File: config.mk
export PLATFORM = sky130hd
export DESIGN_NAME = cst_slot_ctrl
export DESIGN_NICKNAME = d
export VERILOG_FILES = /design/src/cst_pkg.sv /design/src/cst_timestamp.sv /design/src/cst_slot_pick.sv /design/src/cst_slot_ctrl.sv
export VERILOG_INCLUDE_DIRS = /design/src
export SDC_FILE = /design/constraint.sdc
export NUM_CORES = 1
export LEC_CHECK = 0
export CAP_MARGIN = 30
export CORE_MARGIN = 8
export CORE_UTILIZATION = 60
export CTS_BUF_LIST = sky130_fd_sc_hd__clkbuf_4
export CTS_CLUSTER_DIAMETER = 100
export DETAILED_ROUTE_END_ITERATION = 8
export DONT_BUFFER_PORTS = 1
export PLACE_DENSITY_LB_ADDON = 0.05
export SLEW_MARGIN = 20
export SYNTH_ARGS = -nofsm -noshare
export SYNTH_HDL_FRONTEND = slang
export SYNTH_SLANG_ARGS = --single-unit
File: constraint.sdc
create_clock -name clk -period 7.9 [get_ports clk]
set_clock_uncertainty 0.05 [all_clocks]
set_input_delay 1.975 -clock clk [delete_from_list [all_inputs] [get_ports clk]]
set_output_delay 1.975 -clock clk [all_outputs]
set_load 0.01 [all_outputs]
File: src/cst_defs.svh
`ifndef CST_DEFS_SVH
`define CST_DEFS_SVH

// register offsets
`define CST_A_SLOT_LAST 8'h0F
`define CST_A_MODCTL    8'h10
`define CST_A_STATUS    8'h11
`define CST_A_IRQEN     8'h12
`define CST_A_TSTAMP    8'h13

// module control fields
`define CST_MC_LISTEN   0
`define CST_MC_LOOP     1
`define CST_MC_DIV_LO   2
`define CST_MC_DIV_HI   3
`define CST_MC_BERR_EN  4
`define CST_MC_W        5

// status fields
`define CST_ST_MAILBOX_INDEX_HI  3
`define CST_ST_RX_OK    4
`define CST_ST_TX_OK    5
`define CST_ST_RECV     6
`define CST_ST_XMIT     7

// slot control read/write positions
`define CST_SL_FRESH    0
`define CST_SL_UPD      1
`define CST_SL_OVWR     2
`define CST_SL_DONE     3
`define CST_SL_INPROG   4
`define CST_SL_RACT     5
`define CST_SL_HOLD     6
`define CST_SL_REMOTE   7
`define CST_SL_RXREQ    8
`define CST_SL_TXREQ    9

// reset values
`define CST_RST_MODCTL  5'h00
`define CST_RST_IRQEN   16'h0000
`define CST_RST_TS      16'h0000

`endif

File: src/cst_pkg.sv
package cst_pkg;

  // one message slot's control state
  typedef struct packed {
    logic tx_request;
    logic rx_request;
    logic remote;
    logic auto_reply_hold;
    logic tx_in_progress;
    logic tx_done_flag;
    logic overwrite_flag;
    logic slot_updating_flag;
    logic slot_fresh_flag;
  } cst_slot_t;

  // event strobes from the protocol engine, one cycle each, except bus_idle, which is a level, and rx_remote and rx_own, which qualify rx_ok
  typedef struct packed {
    logic bit_tick;
    logic sof_seen;
    logic bus_idle;
    logic rx_ok;
    logic rx_remote;
    logic rx_own;
    logic rx_copy_done;
    logic arb_lost;
    logic tx_ok;
    logic err_passive;
    logic bus_off;
    logic bus_err;
    logic wake;
  } cst_evt_t;

  // register bus request
  typedef struct packed {
    logic        wr;
    logic        rd;
    logic [7:0]  addr;
    logic [15:0] wdata;
  } cst_bus_t;

endpackage : cst_pkg

File: src/cst_timestamp.sv
`timescale 1ns/1ps
`include "cst_defs.svh"

module cst_timestamp (
  input  wire logic        clk,
  input  wire logic        rst,
  input  wire logic        bit_tick,
  input  wire logic [1:0]  div_sel,
  input  wire logic        capture,
  output logic [15:0]      count,
  output logic [15:0]      captured
);

  logic [2:0] pre_q;
  logic [2:0] pre_max;
  logic       ref_tick;

  assign pre_max  = 3'((4'h1 << div_sel) - 4'h1);
  assign ref_tick = bit_tick && (pre_q >= pre_max);

  always_ff @(posedge clk) begin
    if (rst) begin
      pre_q <= 3'h0;
    end else if (bit_tick) begin
      pre_q <= ref_tick ? 3'h0 : 3'(pre_q + 3'h1);
    end
  end

  // free-running, wraps; no stop or preload
  always_ff @(posedge clk) begin
    if (rst) begin
      count <= `CST_RST_TS;
    end else if (ref_tick) begin
      count <= 16'(count + 16'h0001);
    end
  end

  always_ff @(posedge clk) begin
    if (rst) begin
      captured <= `CST_RST_TS;
    end else if (capture) begin
      captured <= count;
    end
  end

endmodule : cst_timestamp

File: src/cst_slot_pick.sv
`timescale 1ns/1ps

module cst_slot_pick (
  input  wire logic [15:0] req,
  output logic             found,
  output logic [3:0]       idx
);

  // lowest index wins
  always_comb begin
    found = |req;
    idx   = 4'h0;
    for (int j = 15; j >= 0; j--) begin
      if (req[j]) begin
        idx = 4'(j);
      end
    end
  end

endmodule : cst_slot_pick

File: src/cst_slot_ctrl.sv
// The implementer's own choices: the register offsets and the strobed register port.
`timescale 1ns/1ps
`include "cst_defs.svh"

module cst_slot_ctrl (
  input  wire logic              clk,
  input  wire logic              rst,
  input  wire cst_pkg::cst_bus_t bus,
  output logic [15:0]            rdata,
  input  wire cst_pkg::cst_evt_t evt,
  input  wire logic [15:0]       accept_match,
  output logic                   tx_start,
  output logic [3:0]             tx_slot,
  output logic                   tx_remote,
  output logic                   drive_enable,
  output logic                   ack_enable,
  output logic                   ts_we,
  output logic [3:0]             ts_slot,
  output logic [15:0]            ts_value,
  output logic                   irq_rx,
  output logic                   irq_tx,
  output logic                   irq_err,
  output logic                   irq_wake
);

  cst_pkg::cst_slot_t       slot_q [16];
  logic [`CST_MC_W-1:0]     modctl_q;
  logic [15:0]              irqen_q;
  logic [3:0]               mailbox_index_q;
  logic                     rx_succ_q;
  logic                     tx_succ_q;
  logic                     recv_q;
  logic                     xmit_q;
  logic [3:0]               rx_slot_q;
  logic [15:0]              ts_count;
  logic [15:0]              ts_cap;

  logic [15:0] m_rx_data;
  logic [15:0] m_tx_data;
  logic [15:0] m_tx_rem;
  logic [15:0] m_rx_rem;
  logic [15:0] rx_cand;
  logic [15:0] tx_cand;
  logic        rx_found;
  logic [3:0]  rx_idx;
  logic        tx_found;
  logic [3:0]  tx_idx;
  logic        listen_only;
  logic        loopback;
  logic        rx_fire;
  logic        tx_fire;
  logic        tx_end_ok;
  logic        tx_end_lost;
  logic        slot_wr;
  logic        wr_status;

  assign listen_only = modctl_q[`CST_MC_LISTEN];
  assign loopback    = modctl_q[`CST_MC_LOOP];
  assign slot_wr     = bus.wr && (bus.addr <= `CST_A_SLOT_LAST);
  assign wr_status   = bus.wr && (bus.addr == `CST_A_STATUS);

  genvar i;
  generate
    for (i = 0; i < 16; i++) begin : g_mode
      // both requests clear: configuration, no traffic
      assign m_rx_data[i] = slot_q[i].rx_request && !slot_q[i].tx_request
                         && !slot_q[i].remote && !slot_q[i].auto_reply_hold;
      assign m_tx_data[i] = slot_q[i].tx_request && !slot_q[i].rx_request
                         && !slot_q[i].remote && !slot_q[i].auto_reply_hold;
      assign m_tx_rem[i]  = slot_q[i].tx_request && !slot_q[i].rx_request
                         && slot_q[i].remote && !slot_q[i].auto_reply_hold;
      assign m_rx_rem[i]  = slot_q[i].rx_request && !slot_q[i].tx_request
                         && slot_q[i].remote;
      // a remote request still unsent may take the awaited data frame
      assign rx_cand[i] = accept_match[i] && (evt.rx_remote ? m_rx_rem[i]
                         : (m_rx_data[i] || (m_tx_rem[i] && !slot_q[i].tx_in_progress)));
      // held reply slots stay out until software drops the hold
      assign tx_cand[i] = (m_tx_data[i] || m_tx_rem[i])
                         && !slot_q[i].tx_done_flag && !slot_q[i].tx_in_progress;
    end
  endgenerate

  cst_slot_pick u_rx_pick (
    .req   (rx_cand),
    .found (rx_found),
    .idx   (rx_idx)
  );

  cst_slot_pick u_tx_pick (
    .req   (tx_cand),
    .found (tx_found),
    .idx   (tx_idx)
  );

  assign rx_fire = evt.rx_ok && rx_found
                && (!evt.rx_own || loopback);
  assign tx_fire = evt.bus_idle && tx_found && !xmit_q
                && !listen_only;
  assign tx_end_ok   = evt.tx_ok && xmit_q;
  assign tx_end_lost = evt.arb_lost && xmit_q;

  cst_timestamp u_ts (
    .clk      (clk),
    .rst      (rst),
    .bit_tick (evt.bit_tick),
    .div_sel  (modctl_q[`CST_MC_DIV_HI:`CST_MC_DIV_LO]),
    .capture  (rx_fire),
    .count    (ts_count),
    .captured (ts_cap)
  );

  generate
    for (i = 0; i < 16; i++) begin : g_slot
      logic hit_rx;
      logic we;
      logic t_start;
      logic t_ok;
      logic t_lost;
      logic copy_done;

      assign hit_rx    = rx_fire && (rx_idx == 4'(i));
      assign we        = slot_wr && (bus.addr[3:0] == 4'(i));
      assign t_start   = tx_fire && (tx_idx == 4'(i));
      assign t_ok      = tx_end_ok && (tx_slot == 4'(i));
      assign t_lost    = tx_end_lost && (tx_slot == 4'(i));
      assign copy_done = evt.rx_copy_done && (rx_slot_q == 4'(i));

      // hardware updates follow the write so hardware wins over a write in the same cycle
      always_ff @(posedge clk) begin
        if (rst) begin
          slot_q[i] <= '0;
        end else begin
          if (we) begin
            slot_q[i].tx_request      <= bus.wdata[`CST_SL_TXREQ];
            slot_q[i].rx_request      <= bus.wdata[`CST_SL_RXREQ];
            slot_q[i].remote          <= bus.wdata[`CST_SL_REMOTE];
            slot_q[i].auto_reply_hold <= bus.wdata[`CST_SL_HOLD];
            slot_q[i].slot_fresh_flag <= slot_q[i].slot_fresh_flag
                                       && bus.wdata[`CST_SL_FRESH];
            slot_q[i].overwrite_flag  <= slot_q[i].overwrite_flag
                                       && bus.wdata[`CST_SL_OVWR];
            slot_q[i].tx_done_flag    <= slot_q[i].tx_done_flag
                                       && bus.wdata[`CST_SL_DONE];
          end
          if (hit_rx) begin
            slot_q[i].slot_fresh_flag    <= 1'b1;
            slot_q[i].slot_updating_flag <= 1'b1;
            if (slot_q[i].slot_fresh_flag) begin
              slot_q[i].overwrite_flag <= 1'b1;
            end
            if (evt.rx_remote) begin
              slot_q[i].rx_request <= 1'b0;
              slot_q[i].tx_request <= 1'b1;
              slot_q[i].remote     <= 1'b0;
            end else if (m_tx_rem[i]) begin
              slot_q[i].tx_request <= 1'b0;
              slot_q[i].rx_request <= 1'b1;
              slot_q[i].remote     <= 1'b0;
            end
          end
          if (copy_done && !hit_rx) begin
            slot_q[i].slot_updating_flag <= 1'b0;
          end
          if (t_start) begin
            slot_q[i].tx_in_progress <= 1'b1;
          end
          if (t_lost) begin
            slot_q[i].tx_in_progress <= 1'b0;
          end
          if (t_ok) begin
            slot_q[i].tx_in_progress <= 1'b0;
            slot_q[i].tx_done_flag   <= 1'b1;
            if (slot_q[i].remote) begin
              slot_q[i].tx_request <= 1'b0;
              slot_q[i].rx_request <= 1'b1;
              slot_q[i].remote     <= 1'b0;
            end
          end
        end
      end
    end
  endgenerate

  always_ff @(posedge clk) begin
    if (rst) begin
      modctl_q <= `CST_RST_MODCTL;
    end else if (bus.wr && bus.addr == `CST_A_MODCTL) begin
      modctl_q <= bus.wdata[`CST_MC_W-1:0];
    end
  end

  always_ff @(posedge clk) begin
    if (rst) begin
      irqen_q <= `CST_RST_IRQEN;
    end else if (bus.wr && bus.addr == `CST_A_IRQEN) begin
      irqen_q <= bus.wdata;
    end
  end

  // success flags: write 0 clears, a new event in the same cycle wins
  always_ff @(posedge clk) begin
    if (rst) begin
      mailbox_index_q    <= 4'h0;
      rx_succ_q <= 1'b0;
      tx_succ_q <= 1'b0;
    end else begin
      if (wr_status) begin
        rx_succ_q <= rx_succ_q && bus.wdata[`CST_ST_RX_OK];
        tx_succ_q <= tx_succ_q && bus.wdata[`CST_ST_TX_OK];
      end
      if (rx_fire && irqen_q[rx_idx]) begin
        mailbox_index_q    <= rx_idx;
        rx_succ_q <= 1'b1;
      end
      if (tx_end_ok && irqen_q[tx_slot]) begin
        mailbox_index_q    <= tx_slot;
        tx_succ_q <= 1'b1;
      end
    end
  end

  always_ff @(posedge clk) begin
    if (rst) begin
      xmit_q    <= 1'b0;
      tx_slot   <= 4'h0;
      tx_remote <= 1'b0;
      tx_start  <= 1'b0;
    end else begin
      tx_start <= tx_fire;
      if (tx_fire) begin
        xmit_q    <= 1'b1;
        tx_slot   <= tx_idx;
        tx_remote <= m_tx_rem[tx_idx];
      end else if (tx_end_ok || tx_end_lost) begin
        xmit_q <= 1'b0;
      end
    end
  end

  always_ff @(posedge clk) begin
    if (rst) begin
      recv_q <= 1'b0;
    end else if (evt.sof_seen && !xmit_q && !tx_found) begin
      recv_q <= 1'b1;
    end else if (tx_end_lost) begin
      recv_q <= 1'b1;
    end else if (evt.bus_idle || tx_fire) begin
      recv_q <= 1'b0;
    end
  end

  always_ff @(posedge clk) begin
    if (rst) begin
      rx_slot_q <= 4'h0;
      ts_we     <= 1'b0;
      ts_slot   <= 4'h0;
      ts_value  <= 16'h0000;
    end else begin
      ts_we <= evt.rx_copy_done;
      if (rx_fire) begin
        rx_slot_q <= rx_idx;
      end
      if (evt.rx_copy_done) begin
        ts_slot  <= rx_slot_q;
        ts_value <= ts_cap;
      end
    end
  end

  always_ff @(posedge clk) begin
    if (rst) begin
      irq_rx   <= 1'b0;
      irq_tx   <= 1'b0;
      irq_err  <= 1'b0;
      irq_wake <= 1'b0;
    end else begin
      irq_rx   <= rx_fire && irqen_q[rx_idx];
      irq_tx   <= tx_end_ok && irqen_q[tx_slot];
      irq_err  <= evt.err_passive || evt.bus_off
               || (evt.bus_err && modctl_q[`CST_MC_BERR_EN]);
      irq_wake <= evt.wake;
    end
  end

  // listen-only silences frames, error frames and ack alike
  assign drive_enable = !listen_only;
  assign ack_enable   = !listen_only && !loopback;

  always_ff @(posedge clk) begin
    if (rst) begin
      rdata <= 16'h0000;
    end else if (!bus.rd) begin
      rdata <= 16'h0000;
    end else if (bus.addr <= `CST_A_SLOT_LAST) begin
      rdata <= {6'h00,
                slot_q[bus.addr[3:0]].tx_request,
                slot_q[bus.addr[3:0]].rx_request,
                slot_q[bus.addr[3:0]].remote,
                slot_q[bus.addr[3:0]].auto_reply_hold,
                slot_q[bus.addr[3:0]].remote
                  && (slot_q[bus.addr[3:0]].tx_request
                  ^ slot_q[bus.addr[3:0]].rx_request),
                slot_q[bus.addr[3:0]].tx_in_progress,
                slot_q[bus.addr[3:0]].tx_done_flag,
                slot_q[bus.addr[3:0]].overwrite_flag,
                slot_q[bus.addr[3:0]].slot_updating_flag,
                slot_q[bus.addr[3:0]].slot_fresh_flag};
    end else if (bus.addr == `CST_A_MODCTL) begin
      rdata <= {11'h000, modctl_q};
    end else if (bus.addr == `CST_A_STATUS) begin
      rdata <= {8'h00, xmit_q, recv_q, tx_succ_q, rx_succ_q, mailbox_index_q};
    end else if (bus.addr == `CST_A_IRQEN) begin
      rdata <= irqen_q;
    end else if (bus.addr == `CST_A_TSTAMP) begin
      rdata <= ts_count;
    end else begin
      rdata <= 16'h0000;
    end
  end

endmodule : cst_slot_ctrl

==> results <==
- STA classifies the critical path startpoint as an input port.
- The part of the total power dissipated in combinational logic is 9.6%.
- Counting every instance in the synthesized netlist gives 1645.
- The smallest clock period supported by the final layout is computed as 4870 ps.
- The total length of routed wires is 54000 um.
- At the end of the flow, the number of nets in the layout was 1702.
- Counting every sink on the clock net gives 259.
- After synthesis, the share of flip-flops with an asynchronous set or reset is 0%.
- The highest ir drop seen on vdd is 0.135 mV.
- The biggest area contributor in the post-synthesis netlist is sky130_fd_sc_hd__edfxtp_1.
- The pre-CTS setup slack is 2370 ps.
- No sink is reached through more buffers than the 3 on the longest clock path.
- Static timing analysis puts the maximum clock frequency at 205 MHz.
- The first detailed-routing pass took 6 iterations.
- The initial antenna violation count is 6.
- The relative slew slack is 28.0%.
- The routed layout has 14.0k vias.
- On the worst path, the slowest cell contributes a delay of 860 ps.
- Together, buffers and inverters on the worst path number 0.
- Power spread over the standard cell area amounts to 191 nW/um^2.
- The relative contribution of the clock network to total power is 41.5%.
- The post-cts repair resize count is 0.
- CTS placed an instance of sky130_fd_sc_hd__clkbuf_4 at the clock tree root.
- After synthesis, flip-flops and latches occupy 43.9% of the total area.
- The internal portion of the total power is 2230 uW.
- Data on the critical path is required at its endpoint by 8290 ps.
- The horizontal die dimension is 175 um.
- TritonCTS created 72 clock buffers.
- The analysis attributes to cell leakage a power of 0.00600 uW.
- Data on the critical path arrives at its endpoint at 5260 ps.
- In this run, distinct cell masters in the synthesized netlist total 82.
- The number of hold buffers added after CTS was 0.
- Ranked by instance count, the synthesized netlist is headed by sky130_fd_sc_hd__nand2_1 (293), sky130_fd_sc_hd__edfxtp_1 (144), sky130_fd_sc_hd__nor2_1 (135), sky130_fd_sc_hd__dfxtp_1 (115), sky130_fd_sc_hd__a21oi_1 (110).
- In this run switching power makes up 27.9% of total power.
- The maximum fanout along the worst path is 73.
- The average detailed-routed wire length per instance is 26.6 um.
- For this run, the leading register cell type out of synthesis is sky130_fd_sc_hd__edfxtp_1.
- The number of nets handed over by synthesis was 1707.
- The path type of the worst setup path is in -> reg.
- The number of failing hold endpoints at the final stage is 0.
- The share of cells above drive strength 1 is 14.1%.
- Port buffering added 0 buffers.
- The most frequent cell after synthesis is sky130_fd_sc_hd__nand2_1.
- The flow ran to the end, and the final reports show no timing, DRC or antenna violations.
- The slowest stage of the critical path is the sky130_fd_sc_hd__nor4bb_1 cell.
- In this design, the largest share of critical-path delay is due to simple AND/OR/NAND/NOR gates.
- The count of flip-flops with a built-in enable after synthesis is 144.
- For this run, the total global-route usage over all layers was measured as 34.8%.
- The net switching power is 862 uW.
- The remaining antenna violation count is 0.
- After layout, the worst path uses 61.6% of the clock period.
- The pin count of the biggest net entering global routing is 169.
- Compared with the post-synthesis result, the final layout area differs by 7.28%.
- Setup repair after global routing left no endpoint under its margin.
- The share of the synthesized area in the top cell type is 28.6%.
- The congestion estimate from routability-driven global placement came to 1.03.
- Setup violations remaining at the end of the flow were counted as 0.
- The TritonCTS clock tree is yes.
- Detailed placement finished with a half-perimeter wire length of 38900 um.
- STA classifies the critical path endpoint as a register.
- The tool flagged a number of max-cap violations equal to 0.
- The post-detailed-placement cell area is 15200 um^2.
- The core area is 25000 um^2.
- The number of global-route vias before repair is 13.1k.
- The total count of max-transition violations in the final report was 0.
- With fillers left out, the area of the finished cells amounts to 16200 um^2.
- The standard-cell row count is 58.
- The total standard cell area after synthesis is 15100 um^2.
- The full die area is 30500 um^2.
- The number of setup buffers added after CTS is 0.
- Measured along the y axis, the die boundary spans 175 um.
- The number of levels in the clock H-tree is 3.
- Summing internal, switching and leakage power gives 3090 uW.
- The remaining routing DRC violations is 0.
- Dividing the synthesized area by the synthesized cell count gives 9.18 um^2.
- For this configuration, the core starts out at a cell density of 60.5%.
- The actual transition at the worst max-transition pin is 1080 ps.
- The worst min-delay path class is reg -> reg.
- The detailed router's first-iteration violation count is 2051.
- Sorting the synthesized cells by area gives the leading types as sky130_fd_sc_hd__edfxtp_1 (29%), sky130_fd_sc_hd__dfxtp_1 (15%), sky130_fd_sc_hd__mux4_2 (7.5%), sky130_fd_sc_hd__nand2_1 (7.3%), sky130_fd_sc_hd__a21oi_1 (3.6%).
- The worst setup margin is 3030 ps.
- The count of state elements after synthesis is 259.
- Traced cell by cell, the critical path runs through nor2_1, o211a_1, or2_2, nor4bb_1, a41o_1, or3_1, nand4b_1, a21boi_0, a21oi_1, nand2_1.
- The summed negative setup slack over all endpoints is 0 ps.
- Pin placement for this block handled 106 I/O pins.
- The total overflow left after global routing is 0.
- The first global-routing pass estimated 81000 um of wire.
- Dividing the detail-routed via count by the number of cells gives 6.92.
- For this run, the number of Yosys warnings is 0.
- The later pin in the worst-skew pair is clocked with a latency of 730 ps.
- Per report_power, the sequential group accounts for 48.9% of the total.
- The clock-pin slew on the worst setup and hold paths is 70 ps.
[per-stage QoR]
step	hold slack [ps]	instances	util, %
after floorplan	386	1645	-
after global placement	395	1894	61.0
after detailed placement	399	1894	61.0
after CTS	410	2025	64.8
after global routing	435	2028	64.9
final	408	2029	64.9
[state kept, by name (all words and copies together) (netlist names), 5 cells and up]
| name | count |
|---|---|
| slot_q | 144 |
| irqen_q | 16 |
| rdata | 16 |
| ts_value | 16 |
| u_ts.captured | 16 |
| u_ts.count | 16 |
| modctl_q | 5 |
[final cells by class]
cell class | instances | area (um^2)
diodes | 2 | 5.00
clock buffers | 107 | 803
clock inverters | 24 | 148
fillers | 2151 | 8760
inverters | 38 | 143
multi-input cells | 1257 | 7980
flip-flops and latches | 259 | 6630
well taps | 330 | 413
repair buffers | 12 | 91.3
[cell families after synthesis]
group / Yosys count / share of synthesized area [%]
AOI/OAI and AO/OA: 343 / 14.6
xor gates and xnor gates: 16 / 0.928
adders and majority gates: 5 / 0.414
buffers and inverters: 129 / 3.40
DFF: 259 / 43.9
muxes: 81 / 9.55
and+or+nand+nor: 812 / 27.3
[metal layers]
layer | track usage [%] | part of all wire (%)
met5 | 0 | 0.056
met2 | 52.1 | 44
met3 | 13.4 | 14
met4 | 18.9 | 5.7
met1 | 42.7 | 36
[cell usage in the layout (no fill, tap or decap), drive strengths merged, types with 5 or more instances in the layout]
master	netlist	layout
a221oi	7	7
nand3b	7	7
nor3b	32	32
nand3	98	98
or3	16	16
mux2i	26	26
buf	23	11
a22oi	28	28
clkinv	0	18
nand4	7	7
mux2	5	5
nor3	38	38
o21ai	70	70
nor4b	6	6
mux4	50	50
nand2b	32	32
edfxtp	144	144
and4	13	13
o31ai	6	6
nor4bb	12	12
inv	38	40
and3	23	23
or4	8	8
a21oi	110	110
o21a	16	16
nor2	137	137
nor4	15	15
clkbuf	68	108
nand2	293	293
and2	38	38
a22o	5	5
or2	11	11
dfxtp	115	115
nor2b	16	16
ha	5	5
o211ai	14	14
a31oi	17	17
a211oi	13	13
a31o	20	20
xor2	12	12
[power by group through the flow]
stage | registers [uW] | clock network [uW] | logic [uW]
CTS | 1510 | 1290 | 282
global placement | 1540 | 0 | 278
floorplan | 1510 | 0 | 235
global route | 1510 | 1360 | 308
finish | 1510 | 1280 | 296
detailed placement | 1540 | 0 | 281
[worst reg2reg max path, cell delays in order, from the launching register on]
cell,delay (ps)
sky130_fd_sc_hd__edfxtp_1,480
sky130_fd_sc_hd__nor4bb_1,920
sky130_fd_sc_hd__nand3_1,170
sky130_fd_sc_hd__o31ai_1,220
sky130_fd_sc_hd__or3_1,240
sky130_fd_sc_hd__o211ai_1,170
sky130_fd_sc_hd__nand2_1,470
sky130_fd_sc_hd__nand2_1,460
sky130_fd_sc_hd__nor3_1,720
sky130_fd_sc_hd__nand2_1,150
sky130_fd_sc_hd__a31o_2,270
[worst paths after layout]
check / startpoint / end / slack (ps) / cells past startpoint
worst min-delay path: u_ts.captured[13] / u_ts.captured[13] / 410 / 2
worst max-delay path: evt[8] / slot_q[11][6] / 3030 / 10
worst min register to register: u_ts.captured[13] / u_ts.captured[13] / 410 / 2
worst max register to register: slot_q[9][7] / slot_q[11][7] / 3340 / 10
No activity file was read; power rests on OpenSTA's default activity.
